### config.mk
export PLATFORM = sky130hd
export DESIGN_NAME = ccr_regs
export DESIGN_NICKNAME = d
export VERILOG_FILES = /design/src/hw/ccr_pkg.sv /design/src/hw/ccr_sync.sv /design/src/hw/ccr_clamp.sv /design/src/hw/ccr_regs.sv
export VERILOG_INCLUDE_DIRS = /design/src /design/src/hw
export SDC_FILE = /design/constraint.sdc
export NUM_CORES = 1
export LEC_CHECK = 0
export ABC_AREA = 1
export BUFFER_PORTS_ARGS = -buffer_cell sky130_fd_sc_hd__buf_4
export CORE_ASPECT_RATIO = 1.75
export CORE_MARGIN = 3
export CORE_UTILIZATION = 40
export CTS_CLUSTER_SIZE = 24
export DETAILED_ROUTE_END_ITERATION = 8
export PLACE_DENSITY = 0.7
export SYNTH_ARGS = -nofsm -noshare
export SYNTH_HDL_FRONTEND = slang
export SYNTH_HIERARCHICAL = 1
export SYNTH_SLANG_ARGS = --single-unit
### constraint.sdc
create_clock -name clk_sys_i -period 2 [get_ports clk_sys_i]
set_input_delay 0.2 -clock clk_sys_i [delete_from_list [all_inputs] [get_ports clk_sys_i]]
set_output_delay 0.2 -clock clk_sys_i [all_outputs]
set_load 0.03 [all_outputs]
### src/hw/ccr_params.svh
// Offsets, reset values, field positions and limits of the charger configuration slice.
// Assumes it is included by bare name from the register block and the test bench.
`ifndef CCR_PARAMS_SVH
`define CCR_PARAMS_SVH

// ----------------------------------------------------------------------------
// Register offsets
// ----------------------------------------------------------------------------
`define CCR_OFS_WDOG_KICK 8'h03
`define CCR_OFS_CHG_CURRENT 8'h04
`define CCR_OFS_PRE_TERM 8'h05
`define CCR_OFS_CHG_VOLTAGE 8'h06
`define CCR_OFS_TERM_TIMER 8'h07
`define CCR_OFS_PULSE_REQ 8'h09

// ----------------------------------------------------------------------------
// Reset values
// ----------------------------------------------------------------------------
`define CCR_RST_CHG_CURRENT 8'h20
`define CCR_RST_PRE_TERM 8'h13
`define CCR_RST_CHG_VOLTAGE 8'h5E
`define CCR_RST_TERM_TIMER 8'h9D

// ----------------------------------------------------------------------------
// Field positions and limits
// ----------------------------------------------------------------------------
`define CCR_BIT_PULSE_EN 7
`define CCR_BIT_KICK 6
`define CCR_BIT_PULSE_UP 1
`define CCR_BIT_PULSE_DN 0
`define CCR_BIT_RESERVED 0
`define CCR_FAST_CUR_MAX 7'h4F
`define CCR_VLIM_MAX 6'h30
// Bus target address; the value is arbitrary.
`define CCR_DEV_ADDR 7'h2C

`endif

### src/hw/ccr_pkg.sv
// Types shared by the charger configuration slice.
// Assumes nothing beyond the parameter header.
package ccr_pkg;
	typedef enum logic [6:0] {
		CCR_IDLE = 7'h01,
		CCR_ADDR = 7'h02,
		CCR_ACK_ADDR = 7'h04,
		CCR_WR = 7'h08,
		CCR_ACK_WR = 7'h10,
		CCR_RD = 7'h20,
		CCR_ACK_RD = 7'h40
	} ccr_state_type;
endpackage

### src/hw/ccr_sync.sv
// Two-flop synchroniser, one chain per bit.
// Assumes inputs arrive asynchronously from pins.
`timescale 1ns/10ps
module ccr_sync #(
	parameter int WIDTH = 2
) (
	input wire logic clk_sys_i,
	input wire logic resetn_i,
	input wire logic [WIDTH-1:0] async_i,
	output logic [WIDTH-1:0] sync_o
);
	logic [WIDTH-1:0] meta_q;
	logic [WIDTH-1:0] sync_q;

	// Idle bus lines are high, so the chains come out of reset high.
	for (genvar i = 0; i < WIDTH; i++) begin : g_bit
		always_ff @(posedge clk_sys_i) begin
			if (!resetn_i) begin
				meta_q[i] <= 1'b1;
				sync_q[i] <= 1'b1;
			end else begin
				meta_q[i] <= async_i[i];
				sync_q[i] <= meta_q[i];
			end
		end
	end

	assign sync_o = sync_q;
endmodule

### src/hw/ccr_clamp.sv
// Saturating limiter for a written field code.
// Assumes an unsigned code and an unsigned ceiling of the same width.
`timescale 1ns/10ps
module ccr_clamp #(
	parameter int WIDTH = 7
) (
	input wire logic [WIDTH-1:0] code_i,
	input wire logic [WIDTH-1:0] max_i,
	output logic [WIDTH-1:0] code_o
);
	assign code_o = (code_i > max_i) ? max_i : code_i;
endmodule

### src/hw/ccr_regs.sv
// Charger configuration registers 0x04 to 0x07 behind a two-wire bus target.
// Assumes open-drain bus lines resolved outside, and engine events on clk_sys_i.
//
// What this block does
// - Charge-current bit 7 enables pulse control; zero refuses pulse requests.
// - Charge-current bits 6:0 hold fast-charge code, 64mA LSB, reset 2048mA.
// - A fast-charge code of zero disables charging.
// - Fast-charge codes above 1001111 are clamped to 1001111.
// - Threshold bits 7:4 hold precharge current, 64mA offset, reset 0001.
// - Threshold bits 3:0 hold termination current, 64mA offset, reset 0011.
// - Voltage bits 7:2 hold charge limit, 3.840V offset, 16mV LSB, reset 010111.
// - Charge voltage codes above 110000 are clamped to 110000.
// - Voltage bit 1 picks precharge-to-fast threshold 2.8V or 3.0V, reset 1.
// - Voltage bit 0 picks recharge offset 100mV or 200mV, reset 0.
// - Timer-control bit 7 enables termination, reset 1.
// - Timer-control bit 6 disables the status pin, reset 0.
// - Timer-control bits 5:4 pick watchdog period, off/40s/80s/160s, reset 01.
// - Timer-control bit 3 enables the safety timer, reset 1.
// - Timer-control bits 2:1 pick fast-charge timer 5/8/12/20 hrs, reset 10.
// - Timer-control bit 0 is reserved and always reads 1.
// - Pulse requests set only while enabled; each clears when its sequence ends.
// - Host writes 1 to kick the watchdog; the bit returns to 0 itself.
`timescale 1ns/10ps
`include "ccr_params.svh"
module ccr_regs
	import ccr_pkg::*;
(
	input wire logic clk_sys_i,
	input wire logic resetn_i,
	input wire logic scl_i,
	input wire logic sda_i,
	output logic sda_o,
	output logic sda_oe_o,
	input wire logic reg_reset_req_i,
	input wire logic watchdog_expired_i,
	input wire logic pulse_up_done_i,
	input wire logic pulse_down_done_i,
	output logic pulse_ctrl_enable_o,
	output logic pulse_voltage_up_req_o,
	output logic pulse_voltage_down_req_o,
	output logic [6:0] fast_charge_current_o,
	output logic charge_enable_o,
	output logic [3:0] precharge_current_o,
	output logic [3:0] termination_current_o,
	output logic [5:0] charge_voltage_limit_o,
	output logic precharge_to_fast_threshold_o,
	output logic recharge_offset_select_o,
	output logic termination_enable_o,
	output logic status_pin_disable_o,
	output logic [1:0] watchdog_period_o,
	output logic safety_timer_enable_o,
	output logic [1:0] fast_charge_timer_o,
	output logic watchdog_kick_o
);
	// ------------------------------------------------------------------------
	// Bus line sampling
	// ------------------------------------------------------------------------
	logic [1:0] line_s;
	logic scl_s;
	logic sda_s;
	logic scl_prev_q;
	logic sda_prev_q;
	logic scl_rise_w;
	logic scl_fall_w;
	logic start_w;
	logic stop_w;

	ccr_sync #(.WIDTH(2)) u_sync (
		.clk_sys_i(clk_sys_i),
		.resetn_i(resetn_i),
		.async_i({scl_i, sda_i}),
		.sync_o(line_s)
	);

	assign scl_s = line_s[1];
	assign sda_s = line_s[0];

	always_ff @(posedge clk_sys_i) begin
		if (!resetn_i) begin
			scl_prev_q <= 1'b1;
			sda_prev_q <= 1'b1;
		end else begin
			scl_prev_q <= scl_s;
			sda_prev_q <= sda_s;
		end
	end

	assign scl_rise_w = scl_s & ~scl_prev_q;
	assign scl_fall_w = ~scl_s & scl_prev_q;
	assign start_w = scl_s & scl_prev_q & sda_prev_q & ~sda_s;
	assign stop_w = scl_s & scl_prev_q & ~sda_prev_q & sda_s;

	// ------------------------------------------------------------------------
	// Bus target state machine
	// ------------------------------------------------------------------------
	ccr_state_type state_q;
	logic [3:0] bit_cnt_q;
	logic [7:0] shift_q;
	logic [7:0] ptr_q;
	logic rw_q;
	logic first_q;
	logic oe_q;
	logic [7:0] rd_byte_w;
	logic [7:0] ptr_inc_w;
	logic [7:0] shift_in_w;
	logic byte_done_w;

	assign ptr_inc_w = ptr_q + 8'h01;
	assign shift_in_w = {shift_q[6:0], sda_s};
	assign byte_done_w = scl_fall_w && (bit_cnt_q == 4'h8);

	// The pointer moves on after every byte, so bursts walk the map in order.
	always_ff @(posedge clk_sys_i) begin
		if (!resetn_i) begin
			state_q <= CCR_IDLE;
			bit_cnt_q <= 4'h0;
			shift_q <= 8'h00;
			ptr_q <= 8'h00;
			rw_q <= 1'b0;
			first_q <= 1'b0;
			oe_q <= 1'b0;
		end else if (start_w) begin
			state_q <= CCR_ADDR;
			bit_cnt_q <= 4'h0;
			oe_q <= 1'b0;
		end else if (stop_w) begin
			state_q <= CCR_IDLE;
			oe_q <= 1'b0;
		end else begin
			case (state_q)
				CCR_ADDR, CCR_WR: begin
					if (scl_rise_w) begin
						shift_q <= shift_in_w;
						bit_cnt_q <= bit_cnt_q + 4'h1;
					end else if (byte_done_w) begin
						bit_cnt_q <= 4'h0;
						if (state_q == CCR_WR) begin
							state_q <= CCR_ACK_WR;
							oe_q <= 1'b1;
							first_q <= 1'b0;
							ptr_q <= first_q ? shift_q : ptr_inc_w;
						end else if (shift_q[7:1] == `CCR_DEV_ADDR) begin
							state_q <= CCR_ACK_ADDR;
							oe_q <= 1'b1;
							rw_q <= shift_q[0];
							first_q <= ~shift_q[0];
						end else begin
							state_q <= CCR_IDLE;
						end
					end
				end
				CCR_ACK_ADDR, CCR_ACK_WR: begin
					if (scl_fall_w && (state_q == CCR_ACK_ADDR) && rw_q) begin
						state_q <= CCR_RD;
						shift_q <= rd_byte_w;
						ptr_q <= ptr_inc_w;
						oe_q <= ~rd_byte_w[7];
					end else if (scl_fall_w) begin
						state_q <= CCR_WR;
						oe_q <= 1'b0;
					end
				end
				CCR_RD: begin
					if (scl_fall_w && (bit_cnt_q == 4'h7)) begin
						state_q <= CCR_ACK_RD;
						bit_cnt_q <= 4'h0;
						oe_q <= 1'b0;
					end else if (scl_fall_w) begin
						bit_cnt_q <= bit_cnt_q + 4'h1;
						shift_q <= {shift_q[6:0], 1'b0};
						oe_q <= ~shift_q[6];
					end
				end
				CCR_ACK_RD: begin
					// A high line at the controller's acknowledge ends the read.
					if (scl_rise_w && sda_s) begin
						state_q <= CCR_IDLE;
					end else if (scl_fall_w) begin
						state_q <= CCR_RD;
						shift_q <= rd_byte_w;
						ptr_q <= ptr_inc_w;
						oe_q <= ~rd_byte_w[7];
					end
				end
				default: begin
					state_q <= CCR_IDLE;
				end
			endcase
		end
	end

	assign sda_o = 1'b0;
	assign sda_oe_o = oe_q;

	// ------------------------------------------------------------------------
	// Register write decode
	// ------------------------------------------------------------------------
	logic wr_stb_w;
	logic [7:0] wr_data_w;
	logic load_def_w;
	logic wr_cc_w;
	logic wr_pt_w;
	logic wr_cv_w;
	logic wr_tt_w;
	logic wr_pulse_w;
	logic [6:0] fcc_cl_w;
	logic [5:0] vlim_cl_w;

	assign wr_stb_w = (state_q == CCR_WR) && byte_done_w && !first_q && !start_w && !stop_w;
	assign wr_data_w = shift_q;
	assign load_def_w = reg_reset_req_i | watchdog_expired_i;
	assign wr_cc_w = wr_stb_w && (ptr_q == `CCR_OFS_CHG_CURRENT);
	assign wr_pt_w = wr_stb_w && (ptr_q == `CCR_OFS_PRE_TERM);
	assign wr_cv_w = wr_stb_w && (ptr_q == `CCR_OFS_CHG_VOLTAGE);
	assign wr_tt_w = wr_stb_w && (ptr_q == `CCR_OFS_TERM_TIMER);
	assign wr_pulse_w = wr_stb_w && (ptr_q == `CCR_OFS_PULSE_REQ);

	ccr_clamp #(.WIDTH(7)) u_fcc_clamp (
		.code_i(wr_data_w[6:0]),
		.max_i(`CCR_FAST_CUR_MAX),
		.code_o(fcc_cl_w)
	);

	ccr_clamp #(.WIDTH(6)) u_vlim_clamp (
		.code_i(wr_data_w[7:2]),
		.max_i(`CCR_VLIM_MAX),
		.code_o(vlim_cl_w)
	);

	// ------------------------------------------------------------------------
	// Configuration registers
	// ------------------------------------------------------------------------
	logic [7:0] cc_q;
	logic [7:0] cc_d;
	logic [7:0] pt_q;
	logic [7:0] pt_d;
	logic [7:0] cv_q;
	logic [7:0] cv_d;
	logic [7:1] tt_q;
	logic [7:1] tt_d;
	logic [7:0] tt_rst_w;
	logic charge_en_q;
	logic up_q;
	logic dn_q;
	logic up_d;
	logic dn_d;
	logic kick_q;
	logic kick_d;
	logic set_up_w;
	logic set_dn_w;

	assign tt_rst_w = `CCR_RST_TERM_TIMER;

	// defaults on register reset or expiry
	assign cc_d = load_def_w ? `CCR_RST_CHG_CURRENT :
		wr_cc_w ? {wr_data_w[`CCR_BIT_PULSE_EN], fcc_cl_w} : cc_q;
	assign pt_d = load_def_w ? `CCR_RST_PRE_TERM : wr_pt_w ? wr_data_w : pt_q;
	assign cv_d = load_def_w ? `CCR_RST_CHG_VOLTAGE :
		wr_cv_w ? {vlim_cl_w, wr_data_w[1:0]} : cv_q;
	assign tt_d = load_def_w ? tt_rst_w[7:1] : wr_tt_w ? wr_data_w[7:1] : tt_q;

	assign set_up_w = wr_pulse_w && wr_data_w[`CCR_BIT_PULSE_UP] && cc_q[`CCR_BIT_PULSE_EN];
	assign set_dn_w = wr_pulse_w && wr_data_w[`CCR_BIT_PULSE_DN] && cc_q[`CCR_BIT_PULSE_EN];
	// A set that lands with the completion wins, so a completion never drops a fresh request.
	assign up_d = load_def_w ? 1'b0 : (up_q & ~pulse_up_done_i) | set_up_w;
	assign dn_d = load_def_w ? 1'b0 : (dn_q & ~pulse_down_done_i) | set_dn_w;
	assign kick_d = !load_def_w && wr_stb_w && (ptr_q == `CCR_OFS_WDOG_KICK) &&
		wr_data_w[`CCR_BIT_KICK];

	always_ff @(posedge clk_sys_i) begin
		if (!resetn_i) begin
			cc_q <= `CCR_RST_CHG_CURRENT;
			pt_q <= `CCR_RST_PRE_TERM;
			cv_q <= `CCR_RST_CHG_VOLTAGE;
			tt_q <= tt_rst_w[7:1];
			charge_en_q <= 1'b1;
			up_q <= 1'b0;
			dn_q <= 1'b0;
			kick_q <= 1'b0;
		end else begin
			cc_q <= cc_d;
			pt_q <= pt_d;
			cv_q <= cv_d;
			tt_q <= tt_d;
			charge_en_q <= (cc_d[6:0] != 7'h00);
			up_q <= up_d;
			dn_q <= dn_d;
			kick_q <= kick_d;
		end
	end

	assign rd_byte_w = (ptr_q == `CCR_OFS_CHG_CURRENT) ? cc_q :
		(ptr_q == `CCR_OFS_PRE_TERM) ? pt_q :
		(ptr_q == `CCR_OFS_CHG_VOLTAGE) ? cv_q :
		(ptr_q == `CCR_OFS_TERM_TIMER) ? {tt_q, 1'b1} :
		(ptr_q == `CCR_OFS_WDOG_KICK) ? {1'b0, kick_q, 6'h00} :
		(ptr_q == `CCR_OFS_PULSE_REQ) ? {6'h00, up_q, dn_q} : 8'h00;

	assign pulse_ctrl_enable_o = cc_q[`CCR_BIT_PULSE_EN];
	assign fast_charge_current_o = cc_q[6:0];
	assign charge_enable_o = charge_en_q;
	assign precharge_current_o = pt_q[7:4];
	assign termination_current_o = pt_q[3:0];
	assign charge_voltage_limit_o = cv_q[7:2];
	assign precharge_to_fast_threshold_o = cv_q[1];
	assign recharge_offset_select_o = cv_q[0];
	assign termination_enable_o = tt_q[7];
	assign status_pin_disable_o = tt_q[6];
	assign watchdog_period_o = tt_q[5:4];
	assign safety_timer_enable_o = tt_q[3];
	assign fast_charge_timer_o = tt_q[2:1];
	assign pulse_voltage_up_req_o = up_q;
	assign pulse_voltage_down_req_o = dn_q;
	assign watchdog_kick_o = kick_q;
endmodule

; Word-level counts from Yosys, hierarchy flattened
; Cells that the tools add are included.
[word_totals]
romBits = 0
ram_bits = 0
in_bits = 8
out_inout_bits = 37
mem_count = 0
ff_bits = 71
word_cells = 186
latch_bits = 0
[op_classes]
reduce_logical = 43
shift = 0
div_mod_pow = 0
n_lt_le_gt_ge = 2
mux = 55
eq_ne = 35
n_bitwise = 26
n_addsub = 2
mul = 0
[op_table]
columns = op, count
row1 = 8-bit two-way mux, 17
row2 = 7-bit two-way mux, 11
row3 = 8-bit by 3-bit equality test with 1-bit output (second input constant), 4
row4 = 8-bit case mux with 4 select lines, 1
row5 = 7-bit case mux with 4 select lines, 1
row6 = 8-bit case mux with 3 select lines, 1
row7 = 1-bit logical AND, 21
row8 = 2-bit inequality test (second input constant), 10
row9 = 9-bit AND reduction, 2
row10 = 4-bit two-way mux, 4
row11 = 3-bit inequality test (second input constant), 5
row12 = 7-bit by 6-bit equality test with 1-bit output (second input constant), 2
row13 = 1-bit NOT, 14
row14 = 1-bit two-way mux, 12
row15 = 4-bit inequality test (second input constant), 3
row16 = 5-bit inequality test (second input constant), 2
row17 = 5-bit AND reduction, 2
row18 = 1-bit bitwise AND, 9
row19 = 8-bit by 1-bit adder with 8-bit output (second input constant), 1
row20 = 8-bit by 2-bit equality test with 1-bit output (second input constant), 1
row21 = 8-bit by 4-bit equality test with 1-bit output (second input constant), 1
row22 = 4-bit case mux with 2 select lines, 1
row23 = 8-bit AND reduction, 1
row24 = 2-bit OR reduction, 4
row25 = other kinds (25), 33

; Longest topological paths before layout
; Gate-level depths: netlist (run 1).
[depth]
depth_word = 11
depth_mapped = 16
ltp_nobuf = 16

; By module
; Netlist (run 1), hierarchy kept.
[by_module_without_submodules]
columns = module, instances, cells_per_inst, area_per_inst_um2
row1 = ccr_regs, 1, 602, 3997.6
row2 = ccr_clamp at u_fcc_clamp, 1, 54, 332.8
row3 = ccr_clamp at u_vlim_clamp, 1, 47, 285.3
row4 = ccr_sync, 1, 12, 110.1

; Worst setup path before layout (run 1)
; Ideal clock, no wire load.
[synth_path]
path_kind = register to register
from = register shift_q[6]
to = register charge_en_q (netlist: charge_enable_o)
n_path_buf = 0
synth_period_minus_slack_ps = 1650
setup_ps = 114
stages_incl_launch_ff = 14
setup_slack_ps = 350
t_arrival_ps = 1536
path_cell_list = dfxtp_1 -> ha_1 -> nand2_2 -> inv_2 -> a21oi_4 -> nand2_4 -> nand3_1 -> nand2_1 -> inv_1 -> nand2_1 -> nand3_1 -> nand2_1 -> nor2_1 -> nand2_1
[synth_between]
elab_chain_cells = 5
[synth_rtl]
columns = element, line
row1 = from (decl), ccr_regs.sv:98  ; logic [7:0] shift_q;
row2 = from (signal assigned), ccr_regs.sv:133  ; shift_q <= shift_in_w;
row3 = from (signal assigned), ccr_regs.sv:155  ; shift_q <= rd_byte_w;
row4 = from (signal assigned), ccr_regs.sv:170  ; shift_q <= {shift_q[6:0], 1'b0};
row5 = 7-bit greater-than comparator, ccr_clamp.sv:11  ; assign code_o = (code_i > max_i) ? max_i : code_i;
row6 = 7-bit two-way mux, ccr_clamp.sv:11
row7 = via fcc_cl_w[0], ccr_regs.sv:206  ; logic [6:0] fcc_cl_w;
row8 = 7-bit two-way mux, ccr_regs.sv:256  ; wr_cc_w ? {wr_data_w[`CCR_BIT_PULSE_EN], fcc_cl_w} : cc_q;
row9 = 7-bit two-way mux, ccr_regs.sv:255  ; assign cc_d = load_def_w ? `CCR_RST_CHG_CURRENT :
row10 = 7-bit nonzero test, ccr_regs.sv:285  ; charge_en_q <= (cc_d[6:0] != 7'h00);
row11 = to (signal assigned), ccr_regs.sv:285
row12 = to (decl), ccr_regs.sv:242  ; logic charge_en_q;
; The timed path passes the listed nets, and every way through them passes these cells.
; A chain may end at the register's enable or synchronous reset.

; Worst setup path after layout (run 1)
[layout_path]
from = register u_sync.sync_q[0] (netlist: u_sync/sync_o[0])
to = register ptr_q[2]
[layout_between]
elab_chain_cells = 4
elab_cells_between_ends = 8
cone_classes = eq/ne: 1 / bitwise: 5 / reduce/logical: 2
[layout_rtl]
columns = element, line
row1 = from (decl), ccr_sync.sv:13  ; logic [WIDTH-1:0] sync_q;
row2 = "from (signal, indexed assignment)", ccr_sync.sv:23  ; sync_q[i] <= meta_q[i];
row3 = 1-bit NOT, ccr_regs.sv:90  ; assign start_w = scl_s & scl_prev_q & sda_prev_q & ~sda_s;
row4 = 1-bit bitwise AND, ccr_regs.sv:90
row5 = 1-bit NOT (no line), n/a
row6 = 9-bit AND reduction (no line) *, n/a
row7 = to (signal assigned), ccr_regs.sv:141  ; ptr_q <= first_q ? shift_q : ptr_inc_w;
row8 = to (signal assigned), ccr_regs.sv:156  ; ptr_q <= ptr_inc_w;
row9 = to (signal assigned), ccr_regs.sv:181  ; ptr_q <= ptr_inc_w;
row10 = to (decl), ccr_regs.sv:99  ; logic [7:0] ptr_q;
; Every way passes the cells marked *; elsewhere a longest branch is shown, timed or not.

==> impl_metrics.json, run 1 <==
{
  "crit_required_ns": 2.22,
  "viasPerCell": 5.01,
  "cts-hold-fix-buffers": 0,
  "cts.sinks": 71,
  "rsz0062_at_grt": "no",
  "root_buffer": "clkbuf_16",
  "synth_most_common_cell": "nand2_1",
  "path_clk_slew_ns": 0.05,
  "holdPathStages": 3,
  "cts_tree": "yes",
  "fillCellCount": 1217,
  "rr_worst_depth": 9,
  "wl_met3_um": 434,
  "track_usage_pct": 21.1,
  "fin_crit_sh_pct": 88.3,
  "core_um2": 11400,
  "startpoint": "u_sync/sync_o[0]",
  "nNetsFinal": 824,
  "period_needed_ns": 1.77,
  "peakVddDrop_mv": 0.449,
  "ys.flop_type": "dfxtp_1",
  "syn_to_final_growth_pct": 19.6,
  "power.internal_mw": 2.59,
  "worstSetupStartpointType": "register",
  "synthArstFlopShare_pct": 0,
  "synth_area_um2": 4730,
  "post_cts_resized": 0,
  "end_kind": "register",
  "dp_hpwl_um": 10500,
  "cpPeakStageDelay_ns": 0.33,
  "grt_max_degree": 26,
  "power.leakage_nw": 2.77,
  "start_util_pct": 41.6,
  "grt.overflow.total": 0,
  "placed_cells": 918,
  "synthCells": 715,
  "fmaxAchievable_ghz": 0.566,
  "yosysTopAreaCellShare_pct": 30.1,
  "grt_pass1_vias": 4505,
  "htree_num_levels": 3,
  "wl_per_cell_um": 14.2,
  "drv_cap": 0,
  "seq_power_share_pct": 43.1,
  "routabilityCongestion": 0.919,
  "cts_buffer_depth": 2,
  "post-route-drc-count": 0,
  "cp_common_cell": "nor2_1",
  "syn_area_per_cell_um2": 6.61,
  "min_path_type": "in2reg",
  "synth_edf_count": 0,
  "crit_chain": "inv_1, nand4_1, inv_1, nor2_1, nand2_1, nor2_1, nand3_2, o21ai_0, nor2_1",
  "antenna_found_initial": 0,
  "ys_ff_latch": 71,
  "path_max_fanout": 7,
  "drt_wl_total_um": 13300,
  "grt_pass1_wl_um": 21600,
  "route.met2.wl_um": 7320,
  "rows": 51,
  "outcome": "completed",
  "maxSlewViolCount": 0,
  "cts_setup_buffers": 0,
  "power.density_nw_per_um2": 585,
  "synthDistinctLibCells": 37,
  "cp-endpoint": "ptr_q[2]",
  "hold_violations": 0,
  "yosysSeqAreaShare_pct": 30.1,
  "cts_buffers": 9,
  "clkPwrFrac_pct": 52.7,
  "r2r-start": "u_sync/sync_o[0]",
  "topRoutingLayerUsed": "met4",
  "synth_commonest_cells": "nand2_1, inv_1, nor2_1, dfxtp_1, nand3_1",
  "multi_input_area_um2": 2930,
  "p_sw_uw": 716,
  "fin_cells": 934,
  "dieArea_um2": 13200,
  "switching_share_pct": 21.7,
  "register_area_um2": 1420,
  "drtIter0Drc": 239,
  "drive_above_1_share_pct": 18.1,
  "r2r_end": "ptr_q[2]",
  "wl_met1_um": 4880,
  "critical_path_class": "reg2reg",
  "diodes": 0,
  "io_buffers": 43,
  "dr.pass1.iters": 5,
  "clk-insertion-delay-late_ns": 0.34,
  "yosys_warnings": 6,
  "setup_viol": 0,
  "fin_worst_skew_ns": 0.00738,
  "die_w_um": 88.2,
  "postRouteAntennaNets": 0,
  "die_h_um": 150,
  "cp_slowest_cell": "dfxtp_1",
  "post-synth-top-area-cell": "dfxtp_1",
  "top_level_ports": 45,
  "netlist_top_cells_area": "dfxtp_1, nand2_1, inv_1",
  "final.setup.tns_ns": 0,
  "reg2reg_slack_ns": 0.23,
  "arrival_ns": 1.98,
  "comb_power_share_pct": 4.1,
  "vias": 4684
}
==> final cells by class <==
class,instances,area share [%]
clock inverters,5,1.44
inverters,106,7.04
multi-input cells,553,51.7
flip-flops and latches,71,25.1
well taps,132,2.92
clock buffers,11,4.29
repair buffers,56,7.44
==> cells in the final DEF, fill, tap and decap left out, types with 8 or more instances in the layout <==
master | netlist | routed
nor2_2 | 8 | 8
ha_1 | 19 | 19
conb_1 | 2 | 27
dfxtp_1 | 71 | 71
nand2_2 | 14 | 14
buf_4 | 5 | 56
nand2_1 | 188 | 188
inv_1 | 92 | 92
nand3_1 | 62 | 62
nor2_4 | 15 | 15
clkbuf_16 | 0 | 9
nand2_4 | 8 | 8
a21oi_1 | 50 | 50
o21ai_0 | 33 | 33
inv_2 | 13 | 13
nor2_1 | 79 | 79
==> worst max-delay path: cells and delay by family (launching register included) <==
kind,cells,cell delay [ns]
buffers and inverters,2,0.18
DFF,1,0.33
AOI/OAI and AO/OA,1,0.20
and+or+nand+nor,6,0.92
==> logic make-up after synthesis <==
group                    after synthesis  share of synthesized area [%]
AND/OR/NAND/NOR                      401                           42.2
buffers and inverters                116                           10.0
AO/OA/AOI/OAI                        101                           11.6
flip-flops                            71                           30.1
adder cells (fa/ha/maj)               19                           5.03
XOR/XNOR                               5                          0.927
other                                  2                          0.159
==> layer usage <==
| layer | up-vias | track usage, % |
|---|---|---|
| met1 | 2136 | 21.9 |
| met2 | 106 | 39.2 |
| li1 | 2407 | - |
| met4 | 0 | 11.1 |
| met5 | - | 0 |
| met3 | 35 | 3.20 |
==> how the worst min path moves through the flow <==
stage,start,to,slack [ns]
2_1_floorplan,resetn_i,u_sync/meta_q[0],0.27
3_3_place_gp,scl_i,u_sync/meta_q[1],0.37
3_5_place_dp,scl_i,u_sync/meta_q[1],0.38
4_1_cts,scl_i,u_sync/meta_q[1],0.03
5_1_grt,scl_i,u_sync/meta_q[1],0.04
6_report,scl_i,u_sync/meta_q[1],0.04
==> stage by stage <==
| stage | area [µm²] | utilization (%) | setup WS (ns) | hold WS, ns | total power, mW |
|---|---|---|---|---|---|
| 6_report | 5650 | 49.8 | 0.234 | 0.0368 | 3.31 |
| 5_1_grt | 5650 | 49.8 | 0.0181 | 0.0408 | 3.39 |
| 4_1_cts | 5650 | 49.8 | 0.241 | 0.0304 | 3.32 |
| 3_5_place_dp | 5330 | 46.9 | 0.262 | 0.375 | 1.59 |
| 3_3_place_gp | 5330 | 46.9 | 0.255 | 0.370 | 1.59 |
| 2_1_floorplan | 4820 | - | 0.350 | 0.269 | 1.56 |
==> power by group through the flow <==
stage	Combinational, mW	Sequential (mW)	Clock (mW)
finish	0.136	1.43	1.74
global route	0.154	1.43	1.81
CTS	0.135	1.43	1.76
detailed placement	0.134	1.46	0
global placement	0.134	1.46	0
floorplan	0.101	1.46	0
==> state kept, by name (all words and copies together), names as in the netlist, 2 cells and up <==
register       flops
bit_cnt_q          4
cc_q               8
cv_q               8
pt_q               8
ptr_q              8
shift_q            8
state_q            7
tt_q               7
u_sync/meta_q      2
u_sync/sync_o      2
Power figures use the tool's default switching activity.
==> run 2, diff against run 1 <==
==> constraint.sdc (replaced) <==
create_clock -name clk_sys_i -period 2 [get_ports clk_sys_i]
set_input_delay 0.4 -clock clk_sys_i [delete_from_list [all_inputs] [get_ports clk_sys_i]]
set_output_delay 0.4 -clock clk_sys_i [all_outputs]
set_load 0.03 [all_outputs]
==> impl_metrics.json, run 2 (synthesis results as in run 1) <==
{
  "end_kind": "register",
  "crit_required_ns": 2.22,
  "final_util_pct": 49.8,
  "worstSetupStartpointType": "register",
  "cpPeakStageDelay_ns": 0.34,
  "io_buffers": 43,
  "grt_max_degree": 26,
  "viasPerCell": 5.02,
  "pre_cts_ws_ns": 0.233,
  "fin_crit_sh_pct": 89.2,
  "rsz0062_at_grt": "no",
  "track_usage_pct": 21.5,
  "drt_wl_total_um": 13400,
  "drive_above_1_share_pct": 18.2,
  "path_clk_slew_ns": 0.06,
  "top_level_ports": 45,
  "dp_hpwl_um": 10700,
  "cts_tree": "yes",
  "cp_slowest_cell": "dfxtp_1",
  "wl_per_cell_um": 14.3,
  "core_um2": 11400,
  "grt_pass1_wl_um": 22000,
  "postRouteAntennaNets": 0,
  "drv_cap": 0,
  "dr.pass1.iters": 4,
  "vias": 4694,
  "fillCellCount": 1188,
  "arrival_ns": 2.00,
  "antenna_found_initial": 0,
  "rows": 51,
  "root_buffer": "clkbuf_16",
  "hold_violations": 0,
  "die_h_um": 150,
  "placed_area_um2": 5350,
  "cts.sinks": 71,
  "hold_ws_ns": 0.241,
  "maxSlewViolCount": 0,
  "dieArea_um2": 13200,
  "final_cell_mix": "nand2_1, inv_1, nor2_1, dfxtp_1, nand3_1",
  "drtIter0Drc": 221,
  "setup_viol": 0,
  "cts-hold-fix-buffers": 0,
  "routabilityCongestion": 0.992,
  "nNetsFinal": 826,
  "post-route-drc-count": 0,
  "fin_worst_skew_ns": 0.00670,
  "path_max_fanout": 10,
  "diodes": 0,
  "finalPower_mw": 3.28,
  "path_buf_inv": 2,
  "crit_chain": "nor2_1, nand2_4, nor2_2, inv_1, nor2_4, inv_2, o21ai_0, a21oi_1",
  "post_cts_resized": 0,
  "setup_ws_ns": 0.217,
  "start_util_pct": 41.6,
  "period_needed_ns": 1.78,
  "critPathTopFamily": "simple AND/OR/NAND/NOR gates",
  "cts_setup_buffers": 0,
  "peakVddDrop_mv": 0.368,
  "placed_cells": 920,
  "final_common_cell": "nand2_1",
  "outcome": "completed",
  "htree_num_levels": 3,
  "clk-insertion-delay-late_ns": 0.33,
  "cts_buffer_depth": 2,
  "fmaxAchievable_ghz": 0.561,
  "final.setup.tns_ns": 0,
  "syn_to_final_growth_pct": 19.7,
  "fin_cells": 935,
  "critical_path_class": "reg2reg",
  "min_path_type": "in2reg",
  "die_w_um": 88.2,
  "fin_area_um2": 5660,
  "grt_pass1_vias": 4623,
  "power.density_nw_per_um2": 580,
  "power.leakage_nw": 2.78,
  "cts_buffers": 9,
  "grt.overflow.total": 0
}
[run 2: report_power, final]
part	internal (mW)	leakage, nW	switching, mW
Clock	1.11	0.155	0.599
Sequential	1.42	0.574	0.00519
Combinational	0.0452	2.05	0.0944
[run 2: worst paths after layout]
| kind | from | end | slack (ns) | cells past startpoint |
|---|---|---|---|---|
| worst min-delay path | scl_i | u_sync/meta_q[1] | 0.24 | 3 |
| worst max-delay path | ptr_q[6] | pt_q[7] | 0.22 | 8 |
| worst max register to register | ptr_q[6] | pt_q[7] | 0.22 | 8 |
| worst min register to register | u_sync/meta_q[1] | u_sync/sync_o[1] | 0.40 | 2 |
[run 2: final cells by class]
class                   count  area [µm²]  area share (%)
clock inverters             4        70.1            1.24
inverters                 106         398            7.03
flip-flops and latches     71        1420            25.1
multi-input cells         553        2930            51.7
well taps                 132         165            2.92
repair buffers             58         435            7.70
clock buffers              11         243            4.29
[run 2: routing by layer]
| layer | vias up | global-route usage (%) | wire length [µm] |
|---|---|---|---|
| li1 | 2421 | - | - |
| met1 | 2074 | 21.5 | 4760 |
| met2 | 130 | 39.2 | 7130 |
| met3 | 69 | 2.64 | 464 |
| met4 | 0 | 15.8 | 1010 |
| met5 | - | 0 | 0 |
[run 2: worst min-delay path, stage by stage]
cell and delay (ns):
buf_4 0.08, inv_1 0.03, nand2_1 0.04
